===== src/mrae_pkg.sv =====
package mrae_pkg;
    // register byte offsets
    localparam logic [11:0] OFS_CTRL     = 12'h000;
    localparam logic [11:0] OFS_CHMASK   = 12'h004;
    localparam logic [11:0] OFS_RECLEN   = 12'h008;
    localparam logic [11:0] OFS_PRETRIG  = 12'h00C;
    localparam logic [11:0] OFS_STATUS   = 12'h010;
    localparam logic [11:0] OFS_IRQ_STAT = 12'h014;
    localparam logic [11:0] OFS_IRQ_MASK = 12'h018;
    localparam logic [11:0] OFS_AVAIL    = 12'h01C;
    localparam logic [11:0] OFS_WRAP     = 12'h020;
    localparam logic [11:0] OFS_FETCH    = 12'h024;
    localparam logic [11:0] OFS_RECNUM   = 12'h028;
    // control bit positions
    localparam int CTRL_ARM_BIT  = 0;
    localparam int CTRL_RAW_BIT  = 1;
    localparam int CTRL_DISARM_BIT = 2;
    // interrupt bit positions
    localparam int IRQ_DONE_BIT = 0;
    localparam int IRQ_LOST_BIT = 1;
    localparam int IRQ_RDY_BIT  = 2;
    // reset values
    localparam logic [7:0]  CHMASK_RST  = 8'hFF;
    localparam logic [31:0] RECLEN_RST  = 32'h0000_0400;
    localparam logic [31:0] PRETRIG_RST = 32'h0000_0100;
    // memory size and header size
    localparam longint MEM_BYTES    = 64'h4000_0000;
    localparam int     HDR_BYTES    = 40;
    localparam int     SAMPLE_BYTES = 2;
    localparam logic [31:0] HDR_WORDS = 32'(HDR_BYTES / SAMPLE_BYTES);
    // re-arm time
    localparam int REARM_NS     = 100;
    localparam int CLK_PERIOD_NS = 5;
    localparam int REARM_CYCLES = (REARM_NS + CLK_PERIOD_NS - 1) / CLK_PERIOD_NS;

    typedef enum logic [2:0] {
        ST_IDLE  = 3'b000,
        ST_PRE   = 3'b001,
        ST_POST  = 3'b011,
        ST_HDR   = 3'b010,
        ST_REARM = 3'b110
    } mrae_state_t;

    // memory write beat
    typedef struct packed {
        logic        valid;
        logic        is_hdr;
        logic [29:0] addr;
        logic [15:0] data;
    } mrae_mem_wr_t;

    // whole module state
    typedef struct packed {
        mrae_state_t  st;
        logic         armed;
        logic         raw;
        logic [7:0]   chmask;
        logic [31:0]  reclen;
        logic [31:0]  pretrig;
        logic [29:0]  base;
        logic [31:0]  pos;
        logic [31:0]  fill;
        logic [31:0]  post_cnt;
        logic [31:0]  wrap_pos;
        logic [31:0]  last_wrap;
        logic [63:0]  ts;
        logic [63:0]  trig_ts;
        logic [2:0]   trig_ch;
        logic [4:0]   hdr_idx;
        logic         lost;
        logic [31:0]  recnum;
        logic [31:0]  avail;
        logic [2:0]   irq_stat;
        logic [2:0]   irq_mask;
        logic [15:0]  rearm_cnt;
        logic [29:0]  used;
        logic         fetch;
        logic [31:0]  prdata;
        logic         pready;
        logic         irq;
        mrae_mem_wr_t mw;
    } mrae_regs_t;
endpackage : mrae_pkg


===== src/mrae_engine.sv =====
`timescale 1ns/1ps
`default_nettype none
// Contract
// - one 1 GByte acquisition memory space
// - memory shared by all enabled channels
// - channel mask drops unselected channel samples
// - header with timestamp and channel per record
// - normal mode headers, raw mode none
// - header space taken from same memory
// - memory is FIFO, write and read overlap
// - one circular buffer per record
// - armed wait overwrites oldest samples circularly
// - after trigger write length minus pretrigger
// - expose wrap position for host unwrapping
// - readout only on host request after completion
// - fixed re-arm period ignores triggers, samples
// - each header exactly 40 bytes
// - FIFO overflow drops data, flags lost
module mrae_engine #(
    parameter int NCH       = 8,    // channel count
    parameter int ADDR_W    = 30    // memory word address width
) (
    input  wire logic        sys_clk,     // 200 MHz clock
    input  wire logic        rst_b,       // async reset, active low
    input  wire logic [11:0] paddr,       // apb address
    input  wire logic        psel,        // apb select
    input  wire logic        penable,     // apb enable
    input  wire logic        pwrite,      // apb direction
    input  wire logic [31:0] pwdata,      // apb write data
    output logic      [31:0] prdata,      // apb read data
    output logic             pready,      // apb ready
    output logic             pslverr,     // apb error
    input  wire logic        smp_valid,   // sample stream valid
    input  wire logic [2:0]  smp_ch,      // sample channel number
    input  wire logic [15:0] smp_data,    // sample value
    input  wire logic        trig,        // trigger pulse
    input  wire logic        mem_ready,   // memory accepts a beat
    input  wire logic        rd_done,     // host read drained one record
    output logic             mem_valid,   // memory write strobe
    output logic             mem_is_hdr,  // beat is header
    output logic      [29:0] mem_addr,    // memory word address
    output logic      [15:0] mem_data,    // memory word
    output logic             fetch_req,   // pulse: host asks readout
    output logic             irq          // level interrupt
);
    mrae_pkg::mrae_regs_t r_r;            // registered state
    mrae_pkg::mrae_regs_t r_nxt;          // next state

    localparam logic [29:0] MEM_WORDS_M1 = 30'h1FFF_FFFF; // 1 GByte of 16-bit words minus one

    // selected-channel test
    function automatic logic ch_sel(input logic [7:0] m, input logic [2:0] c);
        ch_sel = m[c];
    endfunction : ch_sel

    // next circular position within one record buffer
    function automatic logic [31:0] pos_inc(input logic [31:0] p, input logic [31:0] len);
        pos_inc = (p + 32'h1 >= len) ? 32'h0 : p + 32'h1;
    endfunction : pos_inc

    // header words: status, ch, record number, ts, wrap position, length
    function automatic logic [15:0] hdr_word(input mrae_pkg::mrae_regs_t s);
        case (s.hdr_idx)
            5'h00:   hdr_word = {13'h0000, s.lost, 2'h0};
            5'h01:   hdr_word = {13'h0000, s.trig_ch};
            5'h02:   hdr_word = s.recnum[15:0];
            5'h03:   hdr_word = s.recnum[31:16];
            5'h04:   hdr_word = s.trig_ts[15:0];
            5'h05:   hdr_word = s.trig_ts[31:16];
            5'h06:   hdr_word = s.trig_ts[47:32];
            5'h07:   hdr_word = s.trig_ts[63:48];
            5'h08:   hdr_word = s.wrap_pos[15:0];
            5'h09:   hdr_word = s.wrap_pos[31:16];
            5'h0A:   hdr_word = s.reclen[15:0];
            5'h0B:   hdr_word = s.reclen[31:16];
            default: hdr_word = 16'h0000;
        endcase
    endfunction : hdr_word

    logic        wr_acc;    // apb write access phase
    logic        rd_acc;    // apb read setup phase, data ready with pready
    logic        take;      // sample accepted by channel mask
    logic        mem_busy;  // previous beat not yet taken
    logic [29:0] rec_words; // record footprint in memory
    logic        fits;      // room for another record

    // next-state logic
    always_comb begin
        r_nxt     = r_r;
        wr_acc    = psel && penable && pwrite;
        rd_acc    = psel && !penable && !pwrite;
        take      = smp_valid && ch_sel(r_r.chmask, smp_ch);
        mem_busy  = r_r.mw.valid && !mem_ready;
        rec_words = r_r.reclen[29:0] + (r_r.raw ? 30'h0 : mrae_pkg::HDR_WORDS[29:0]);
        fits      = (r_r.used + rec_words) <= MEM_WORDS_M1;
        r_nxt.ts  = r_r.ts + 64'h1;
        r_nxt.fetch  = 1'b0;
        r_nxt.pready = 1'b0;
        // retire accepted beat
        if (r_r.mw.valid && mem_ready) begin
            r_nxt.mw.valid = 1'b0;
        end
        // drained record frees fifo space
        if (rd_done && r_r.used >= rec_words) begin
            r_nxt.used = r_r.used - rec_words;
        end
        // apb register writes
        if (psel && !penable) begin
            r_nxt.pready = 1'b1;
        end
        if (wr_acc && r_r.pready) begin
            case (paddr)
                mrae_pkg::OFS_CTRL: begin
                    if (pwdata[mrae_pkg::CTRL_ARM_BIT]) begin
                        r_nxt.armed = 1'b1;
                    end
                    if (pwdata[mrae_pkg::CTRL_DISARM_BIT]) begin
                        r_nxt.armed = 1'b0;
                    end
                    r_nxt.raw = pwdata[mrae_pkg::CTRL_RAW_BIT];
                end
                mrae_pkg::OFS_CHMASK:   r_nxt.chmask   = pwdata[7:0];
                mrae_pkg::OFS_RECLEN:   r_nxt.reclen   = pwdata;
                mrae_pkg::OFS_PRETRIG:  r_nxt.pretrig  = pwdata;
                mrae_pkg::OFS_IRQ_STAT: r_nxt.irq_stat = r_r.irq_stat & ~pwdata[2:0];
                mrae_pkg::OFS_IRQ_MASK: r_nxt.irq_mask = pwdata[2:0];
                mrae_pkg::OFS_FETCH: begin
                    // readout only for a completed record
                    if (pwdata[0] && r_r.avail != 32'h0) begin
                        r_nxt.fetch = 1'b1;
                        r_nxt.avail = r_r.avail - 32'h1;
                    end
                end
                default: begin
                end
            endcase
        end
        // acquisition sequencer
        case (r_r.st)
            mrae_pkg::ST_IDLE: begin
                // wait for arm and room in memory
                if (r_r.armed && fits && r_r.reclen != 32'h0) begin
                    r_nxt.st        = mrae_pkg::ST_PRE;
                    r_nxt.pos       = 32'h0;
                    r_nxt.fill      = 32'h0;
                    r_nxt.lost      = 1'b0;
                    r_nxt.used      = r_nxt.used + rec_words;
                end
            end
            mrae_pkg::ST_PRE: begin
                // circular fill, trigger ends the pre part
                if (trig && r_r.fill >= r_r.pretrig) begin
                    r_nxt.st       = mrae_pkg::ST_POST;
                    r_nxt.trig_ts  = r_r.ts;
                    r_nxt.trig_ch  = smp_ch;
                    r_nxt.post_cnt = r_r.reclen - r_r.pretrig;
                    r_nxt.wrap_pos = r_r.pos;
                end else if (take) begin
                    if (mem_busy) begin
                        r_nxt.lost = 1'b1;
                    end else begin
                        r_nxt.mw   = '{1'b1, 1'b0, r_r.base + r_r.pos[29:0], smp_data};
                        r_nxt.pos  = pos_inc(r_r.pos, r_r.reclen);
                        r_nxt.fill = (r_r.fill < r_r.reclen) ? r_r.fill + 32'h1 : r_r.fill;
                    end
                end
            end
            mrae_pkg::ST_POST: begin
                // write the post-trigger samples
                if (r_r.post_cnt == 32'h0) begin
                    r_nxt.st      = r_r.raw ? mrae_pkg::ST_REARM : mrae_pkg::ST_HDR;
                    r_nxt.hdr_idx = 5'h00;
                    r_nxt.rearm_cnt = 16'(mrae_pkg::REARM_CYCLES);
                    if (r_r.raw) begin
                        r_nxt.avail     = r_nxt.avail + 32'h1;
                        r_nxt.last_wrap = r_r.wrap_pos;
                        r_nxt.recnum    = r_r.recnum + 32'h1;
                        r_nxt.irq_stat[mrae_pkg::IRQ_DONE_BIT] = 1'b1;
                    end
                end else if (take) begin
                    if (mem_busy) begin
                        r_nxt.lost = 1'b1;
                    end else begin
                        r_nxt.mw       = '{1'b1, 1'b0, r_r.base + r_r.pos[29:0], smp_data};
                        r_nxt.pos      = pos_inc(r_r.pos, r_r.reclen);
                        r_nxt.post_cnt = r_r.post_cnt - 32'h1;
                    end
                end
            end
            mrae_pkg::ST_HDR: begin
                // emit 40-byte header after the data area
                if (!mem_busy) begin
                    r_nxt.mw = '{1'b1, 1'b1, r_r.base + r_r.reclen[29:0]
                                 + 30'(r_r.hdr_idx), hdr_word(r_r)};
                    r_nxt.hdr_idx = r_r.hdr_idx + 5'h01;
                    if (32'(r_r.hdr_idx) == mrae_pkg::HDR_WORDS - 32'h1) begin
                        r_nxt.st        = mrae_pkg::ST_REARM;
                        r_nxt.avail     = r_nxt.avail + 32'h1;
                        r_nxt.last_wrap = r_r.wrap_pos;
                        r_nxt.recnum    = r_r.recnum + 32'h1;
                        r_nxt.irq_stat[mrae_pkg::IRQ_DONE_BIT] = 1'b1;
                    end
                end
            end
            mrae_pkg::ST_REARM: begin
                // fixed dead time, triggers and samples ignored
                r_nxt.rearm_cnt = r_r.rearm_cnt - 16'h1;
                if (r_r.rearm_cnt == 16'h1) begin
                    r_nxt.st   = mrae_pkg::ST_IDLE;
                    r_nxt.base = (r_r.base + rec_words > MEM_WORDS_M1 - rec_words)
                                 ? 30'h0 : r_r.base + rec_words;
                    r_nxt.irq_stat[mrae_pkg::IRQ_RDY_BIT] = 1'b1;
                end
            end
            default: r_nxt.st = mrae_pkg::ST_IDLE;
        endcase
        // lost data flag event
        if (r_nxt.lost && !r_r.lost) begin
            r_nxt.irq_stat[mrae_pkg::IRQ_LOST_BIT] = 1'b1;
        end
        // apb read mux, loaded at setup so prdata stands with pready
        if (rd_acc) begin
            case (paddr)
                mrae_pkg::OFS_CTRL:     r_nxt.prdata = {30'h0, r_r.raw, r_r.armed};
                mrae_pkg::OFS_CHMASK:   r_nxt.prdata = {24'h0, r_r.chmask};
                mrae_pkg::OFS_RECLEN:   r_nxt.prdata = r_r.reclen;
                mrae_pkg::OFS_PRETRIG:  r_nxt.prdata = r_r.pretrig;
                mrae_pkg::OFS_STATUS:   r_nxt.prdata = {28'h0, r_r.lost, r_r.st};
                mrae_pkg::OFS_IRQ_STAT: r_nxt.prdata = {29'h0, r_r.irq_stat};
                mrae_pkg::OFS_IRQ_MASK: r_nxt.prdata = {29'h0, r_r.irq_mask};
                mrae_pkg::OFS_AVAIL:    r_nxt.prdata = r_r.avail;
                mrae_pkg::OFS_WRAP:     r_nxt.prdata = r_r.last_wrap;
                mrae_pkg::OFS_RECNUM:   r_nxt.prdata = r_r.recnum;
                default:                r_nxt.prdata = 32'h0000_0000;
            endcase
        end
        r_nxt.irq = |(r_nxt.irq_stat & r_nxt.irq_mask);
    end

    // state register
    always_ff @(posedge sys_clk or negedge rst_b) begin
        if (!rst_b) begin
            r_r         <= '0;
            r_r.st      <= mrae_pkg::ST_IDLE;
            r_r.chmask  <= mrae_pkg::CHMASK_RST;
            r_r.reclen  <= mrae_pkg::RECLEN_RST;
            r_r.pretrig <= mrae_pkg::PRETRIG_RST;
        end else begin
            r_r <= r_nxt;
        end
    end

    // outputs straight from state flops, pslverr tied low
    assign prdata     = r_r.prdata;
    assign pready     = r_r.pready;
    assign pslverr    = 1'b0;
    assign mem_valid  = r_r.mw.valid;
    assign mem_is_hdr = r_r.mw.is_hdr;
    assign mem_addr   = r_r.mw.addr;
    assign mem_data   = r_r.mw.data;
    assign fetch_req  = r_r.fetch;
    assign irq        = r_r.irq;
endmodule : mrae_engine
`default_nettype wire


===== config.mk =====
export PLATFORM = sky130hd
export DESIGN_NAME = mrae_engine
export DESIGN_NICKNAME = d
export VERILOG_FILES = /design/src/mrae_pkg.sv /design/src/mrae_engine.sv
export SDC_FILE = /design/constraint.sdc
export NUM_CORES = 2
export LEC_CHECK = 0
export BUFFER_PORTS_ARGS = -buffer_cell sky130_fd_sc_hd__buf_2
export CORE_ASPECT_RATIO = 1.4
export CORE_MARGIN = 2
export CORE_UTILIZATION = 64
export CTS_CLUSTER_SIZE = 12
export DETAILED_ROUTE_END_ITERATION = 10
export PLACE_DENSITY = 0.82
export RECOVER_POWER = 25
export SLEW_MARGIN = 20
export SYNTH_ARGS = -nofsm -noshare
export SYNTH_HDL_FRONTEND = slang
export SYNTH_SLANG_ARGS = --single-unit

===== constraint.sdc =====
create_clock -name sys_clk -period 10.5 [get_ports sys_clk]
set_input_delay 2.1 -clock sys_clk [delete_from_list [all_inputs] [get_ports sys_clk]]
set_output_delay 2.1 -clock sys_clk [all_outputs]
set_load 0.05 [all_outputs]

==> results_dict.tcl <==
set metrics [dict create \
    areaGrowthSynthToFinish_pct 7.54 \
    critical_path.reg2reg.endpoint "r_r[111]$_DFF_PN0_" \
    post_route_cells_drive_above_1_share_pct 10.9 \
    fp.coreArea_um2 66600 \
    place_inst 5620 \
    detailedRoute.firstPassIterationCount 11 \
    critPathKind "reg -> reg" \
    setup.worst_path.start "r_r[598]$_DFFE_PN0P_" \
    status "complete, but fails checks" \
    grt_setup_unrepaired "false" \
    period_needed_ns 9.29 \
    numCtsBuffers 61 \
    seq_cells_post_synth 603 \
    detail_route.iter0.violations 4658 \
    portBuffers 154 \
    post_cts_buffers 0 \
    worstPathArrival_ns 9.84 \
    global_route_wire_length_before_repair_um 231000 \
    final_standard_cell_count_with_taps_included_and_fillers_excluded 5736 \
    pre_cts_ws_ns 1.59 \
    global_route.usage.met1_pct 50.3 \
    syn_inst 4808 \
    primary_ff_master_synth "sky130_fd_sc_hd__dfrtp_1" \
    crit_path_start_kind "register" \
    route.detailed.vias_per_inst 6.86 \
    vias 39400 \
    hpwlAfterDp_um 113000 \
    worst_margin_slew_ns 3.75 \
    die_w_um 223 \
    route.detailed.drc 5 \
    clock_sink_count 603 \
    wire_per_inst_um 26.8 \
    cts_root_buf "sky130_fd_sc_hd__clkbuf_16" \
    setup_violations 0 \
    drv.max_cap_violation_count 5 \
    floorplan.initialDensity_pct 64.5 \
    rd_place_congestion 1.10 \
    path_clk_slew_ns 0.07 \
    number_of_global_route_vias_before_repair 38100 \
    cp_num_cells 32 \
    postSynth.asyncResetShare_pct 100 \
    die_height_um 311 \
    finalMaxSlewViolations 462 \
    initial_antenna_violation_count 14 \
    timing.hold.worst.class "reg -> reg" \
    detail_route.wirelength_um 153000 \
    synth_top_cell_area_share_pct 34.5 \
    globalRouteMet2Util_pct 67.9 \
    die_area_um2 69200 \
    cts_max_level 2 \
    cp_data_required_time_ns 11.06 \
    timing.reg2reg.setup_slack_ns 1.21 \
    synth-edff-count 0 \
    finClkSkew_ns 0.0272 \
    worstPathMaxFanout 14 \
    clk-insertion-delay-late_ns 0.69 \
    number_of_distinct_library_cells_after_synthesis 91 \
    critPathMaxStageDelay_ns 0.65 \
    worst-path-buf-inv 3 \
    worst_path_most_repeated_cell "sky130_fd_sc_hd__ha_1" \
    placedInstanceArea_um2 44200 \
    power.ir.vdd_worst_uv 143 \
    post-route-cell-area_um2 46200 \
    grt_util_met3_pct 12.4 \
    buffers_from_clock_root_to_sink_at_most 3 \
    final.period_utilization_pct 88.4 \
    reg2reg_depth 32 \
    yosys.area.top_type "sky130_fd_sc_hd__dfrtp_1" \
    post-route-worst-setup-slack_ns 1.21 \
    timing.final.hold_violations 0 \
    syn-num-nets 5263 \
    cts_hold_buffers 0 \
    ys_warn_count 0 \
    cts_resized 0 \
    antenna_nets_post_route 0 \
    post_syn_area_um2 43000 \
    critical_path.reg2reg.startpoint "r_r[598]$_DFFE_PN0P_" \
    num_rows 112 \
    fmax_mhz 108 \
    crit_path_to "r_r[111]$_DFF_PN0_" \
    post_synth.cell_area_avg_um2 8.94 \
    cellPowerDensity_nw_per_um2 173 \
    leakage_nw 22.1 \
    groute.usage.overall_pct 44.1 \
    grt_overflow 0 \
    grt_most_used_layer "met2" \
    share_of_synthesized_area_occupied_by_flip_flops_and_latches_pct 35.2 \
    worst_path_dominant_cell_family "simple AND/OR/NAND/NOR gates" \
    pin_count 156 \
    cts_tree "yes" \
    pin_count_of_the_biggest_net_entering_global_routing 146 \
    critical_path.endpoint_type "register" \
    num-fill-cells 5296 \
    finalNetCount 5286 \
    failed_checks "design-rule violations, max-capacitance violations, max-slew violations" \
    relSlewSlack_pct -150 \
    cp_slowest_cell "sky130_fd_sc_hd__o41ai_1" \
    synth.area.top_cells "sky130_fd_sc_hd__dfrtp_1 (35%), sky130_fd_sc_hd__ha_1 (11%), sky130_fd_sc_hd__nand2_1 (5.8%), sky130_fd_sc_hd__xnor2_1 (4.8%), sky130_fd_sc_hd__mux2_2 (3.6%)" \
    setup_total_negative_slack_ns 0 \
]
sequential cells by signal, indices dropped and copies added, names as in the netlist:
name        cells
mem_is_hdr      1
pready          1
r_r           520
mem_valid       1
mem_data       16
prdata         32
fetch_req       1
irq             1
mem_addr       30
where the power goes:
group	switching (W)	internal, W	total (W)
combinational	0.00171	0.00101	0.00271
clock	0.000975	0.00129	0.00227
sequential	0.000418	0.00258	0.00300
total	0.00310	0.00487	0.00798
through the flow:
step	total power, W	hold WS [ns]	util, %
global route	0.00833	0.488	69.4
detailed placement	0.00560	0.459	66.4
floorplan	0.00479	0.441	-
CTS	0.00785	0.472	69.4
finish	0.00798	0.477	69.4
global placement	0.00553	0.457	66.4
placed cells by master, fill, tap and decap left out, types with 17 or more instances in the layout:
cell and instances:
sky130_fd_sc_hd__a211oi_1 32, sky130_fd_sc_hd__a21o_1 130, sky130_fd_sc_hd__a21oi_1 223, sky130_fd_sc_hd__a221o_1 28, sky130_fd_sc_hd__a221oi_1 23, sky130_fd_sc_hd__a222oi_1 36, sky130_fd_sc_hd__a22o_1 69, sky130_fd_sc_hd__a22oi_1 88
sky130_fd_sc_hd__a31oi_1 37, sky130_fd_sc_hd__and2_1 26, sky130_fd_sc_hd__and3_1 45, sky130_fd_sc_hd__and4_1 17, sky130_fd_sc_hd__buf_2 153, sky130_fd_sc_hd__buf_4 67, sky130_fd_sc_hd__clkbuf_1 27, sky130_fd_sc_hd__clkbuf_16 61
sky130_fd_sc_hd__dfrtp_1 593, sky130_fd_sc_hd__ha_1 372, sky130_fd_sc_hd__inv_1 195, sky130_fd_sc_hd__mux2_2 138, sky130_fd_sc_hd__mux2i_1 22, sky130_fd_sc_hd__nand2_1 663, sky130_fd_sc_hd__nand2b_1 58, sky130_fd_sc_hd__nand3_1 180
sky130_fd_sc_hd__nand4_1 75, sky130_fd_sc_hd__nor2_1 262, sky130_fd_sc_hd__nor2b_1 32, sky130_fd_sc_hd__nor3_1 117, sky130_fd_sc_hd__nor4_1 51, sky130_fd_sc_hd__o211ai_1 37, sky130_fd_sc_hd__o21a_1 39, sky130_fd_sc_hd__o21ai_0 232
sky130_fd_sc_hd__o21bai_1 28, sky130_fd_sc_hd__o31ai_1 32, sky130_fd_sc_hd__or2_2 22, sky130_fd_sc_hd__or3_1 36, sky130_fd_sc_hd__or4_1 32, sky130_fd_sc_hd__xnor2_1 237, sky130_fd_sc_hd__xor2_1 119
cells in the mapped netlist (88+ instances only):
| cell type | number |
|---|---|
| sky130_fd_sc_hd__a21o_1 | 130 |
| sky130_fd_sc_hd__a21oi_1 | 226 |
| sky130_fd_sc_hd__a22oi_1 | 88 |
| sky130_fd_sc_hd__clkbuf_1 | 174 |
| sky130_fd_sc_hd__dfrtp_1 | 593 |
| sky130_fd_sc_hd__ha_1 | 372 |
| sky130_fd_sc_hd__inv_1 | 195 |
| sky130_fd_sc_hd__mux2_2 | 139 |
| sky130_fd_sc_hd__nand2_1 | 663 |
| sky130_fd_sc_hd__nand3_1 | 181 |
| sky130_fd_sc_hd__nor2_1 | 267 |
| sky130_fd_sc_hd__nor3_1 | 121 |
| sky130_fd_sc_hd__o21ai_0 | 232 |
| sky130_fd_sc_hd__xnor2_1 | 237 |
| sky130_fd_sc_hd__xor2_1 | 119 |
layout make-up:
type	count	area (µm²)	share of cell area, %
multi-input cells	3741	26000	56.2
inverters	195	732	1.58
clock inverters	13	250	0.542
flip-flops and latches	603	15100	32.7
diodes	8	20.0	0.0433
repair buffers	229	1350	2.92
well taps	855	1070	2.32
clock buffers	92	1720	3.73
metal layers:
layer	wire length (µm)	vias to the layer above
li1	-	17400
met1	52400	18800
met2	67900	2356
met3	16100	775
met4	16900	16
met5	108	-
worst register-to-register path: cells and delay by family (launching register included):
family                     cells  cell delay [ns]
muxes                          1             0.29
adders and majority gates      5             1.46
AOI/OAI and AO/OA             10             2.79
DFF                            1             0.41
buffers and inverters          3             0.58
and+or+nand+nor               11             3.10
xor gates and xnor gates       2             0.54
cells by family (layout without fill, tap and decap cells):
kind of cell	count (synthesis)	after routing	synth area share (%)
simple gates	1671	1671	18.6
compound gates	1166	1166	18.6
flops	603	603	35.2
buf+inv	464	529	4.76
fa+ha+maj	383	383	11.3
xor+xnor	356	356	7.26
mux	164	164	4.28
other cells	1	9	0.00873
how the worst min path moves through the flow:
stage / startpoint / to / slack, ns / depth (start not counted)
after floorplan: r_r[335]$_DFF_PN0_ / r_r[335]$_DFF_PN0_ / 0.44 / 1
after global placement: mem_addr[0]$_DFFE_PN0P_ / mem_addr[0]$_DFFE_PN0P_ / 0.46 / 1
after detailed placement: r_r[335]$_DFF_PN0_ / r_r[335]$_DFF_PN0_ / 0.46 / 1
after CTS: r_r[335]$_DFF_PN0_ / r_r[335]$_DFF_PN0_ / 0.47 / 1
after global routing: r_r[335]$_DFF_PN0_ / r_r[335]$_DFF_PN0_ / 0.49 / 1
final: r_r[335]$_DFF_PN0_ / r_r[335]$_DFF_PN0_ / 0.48 / 1
(Power assumes the default switching activity.)
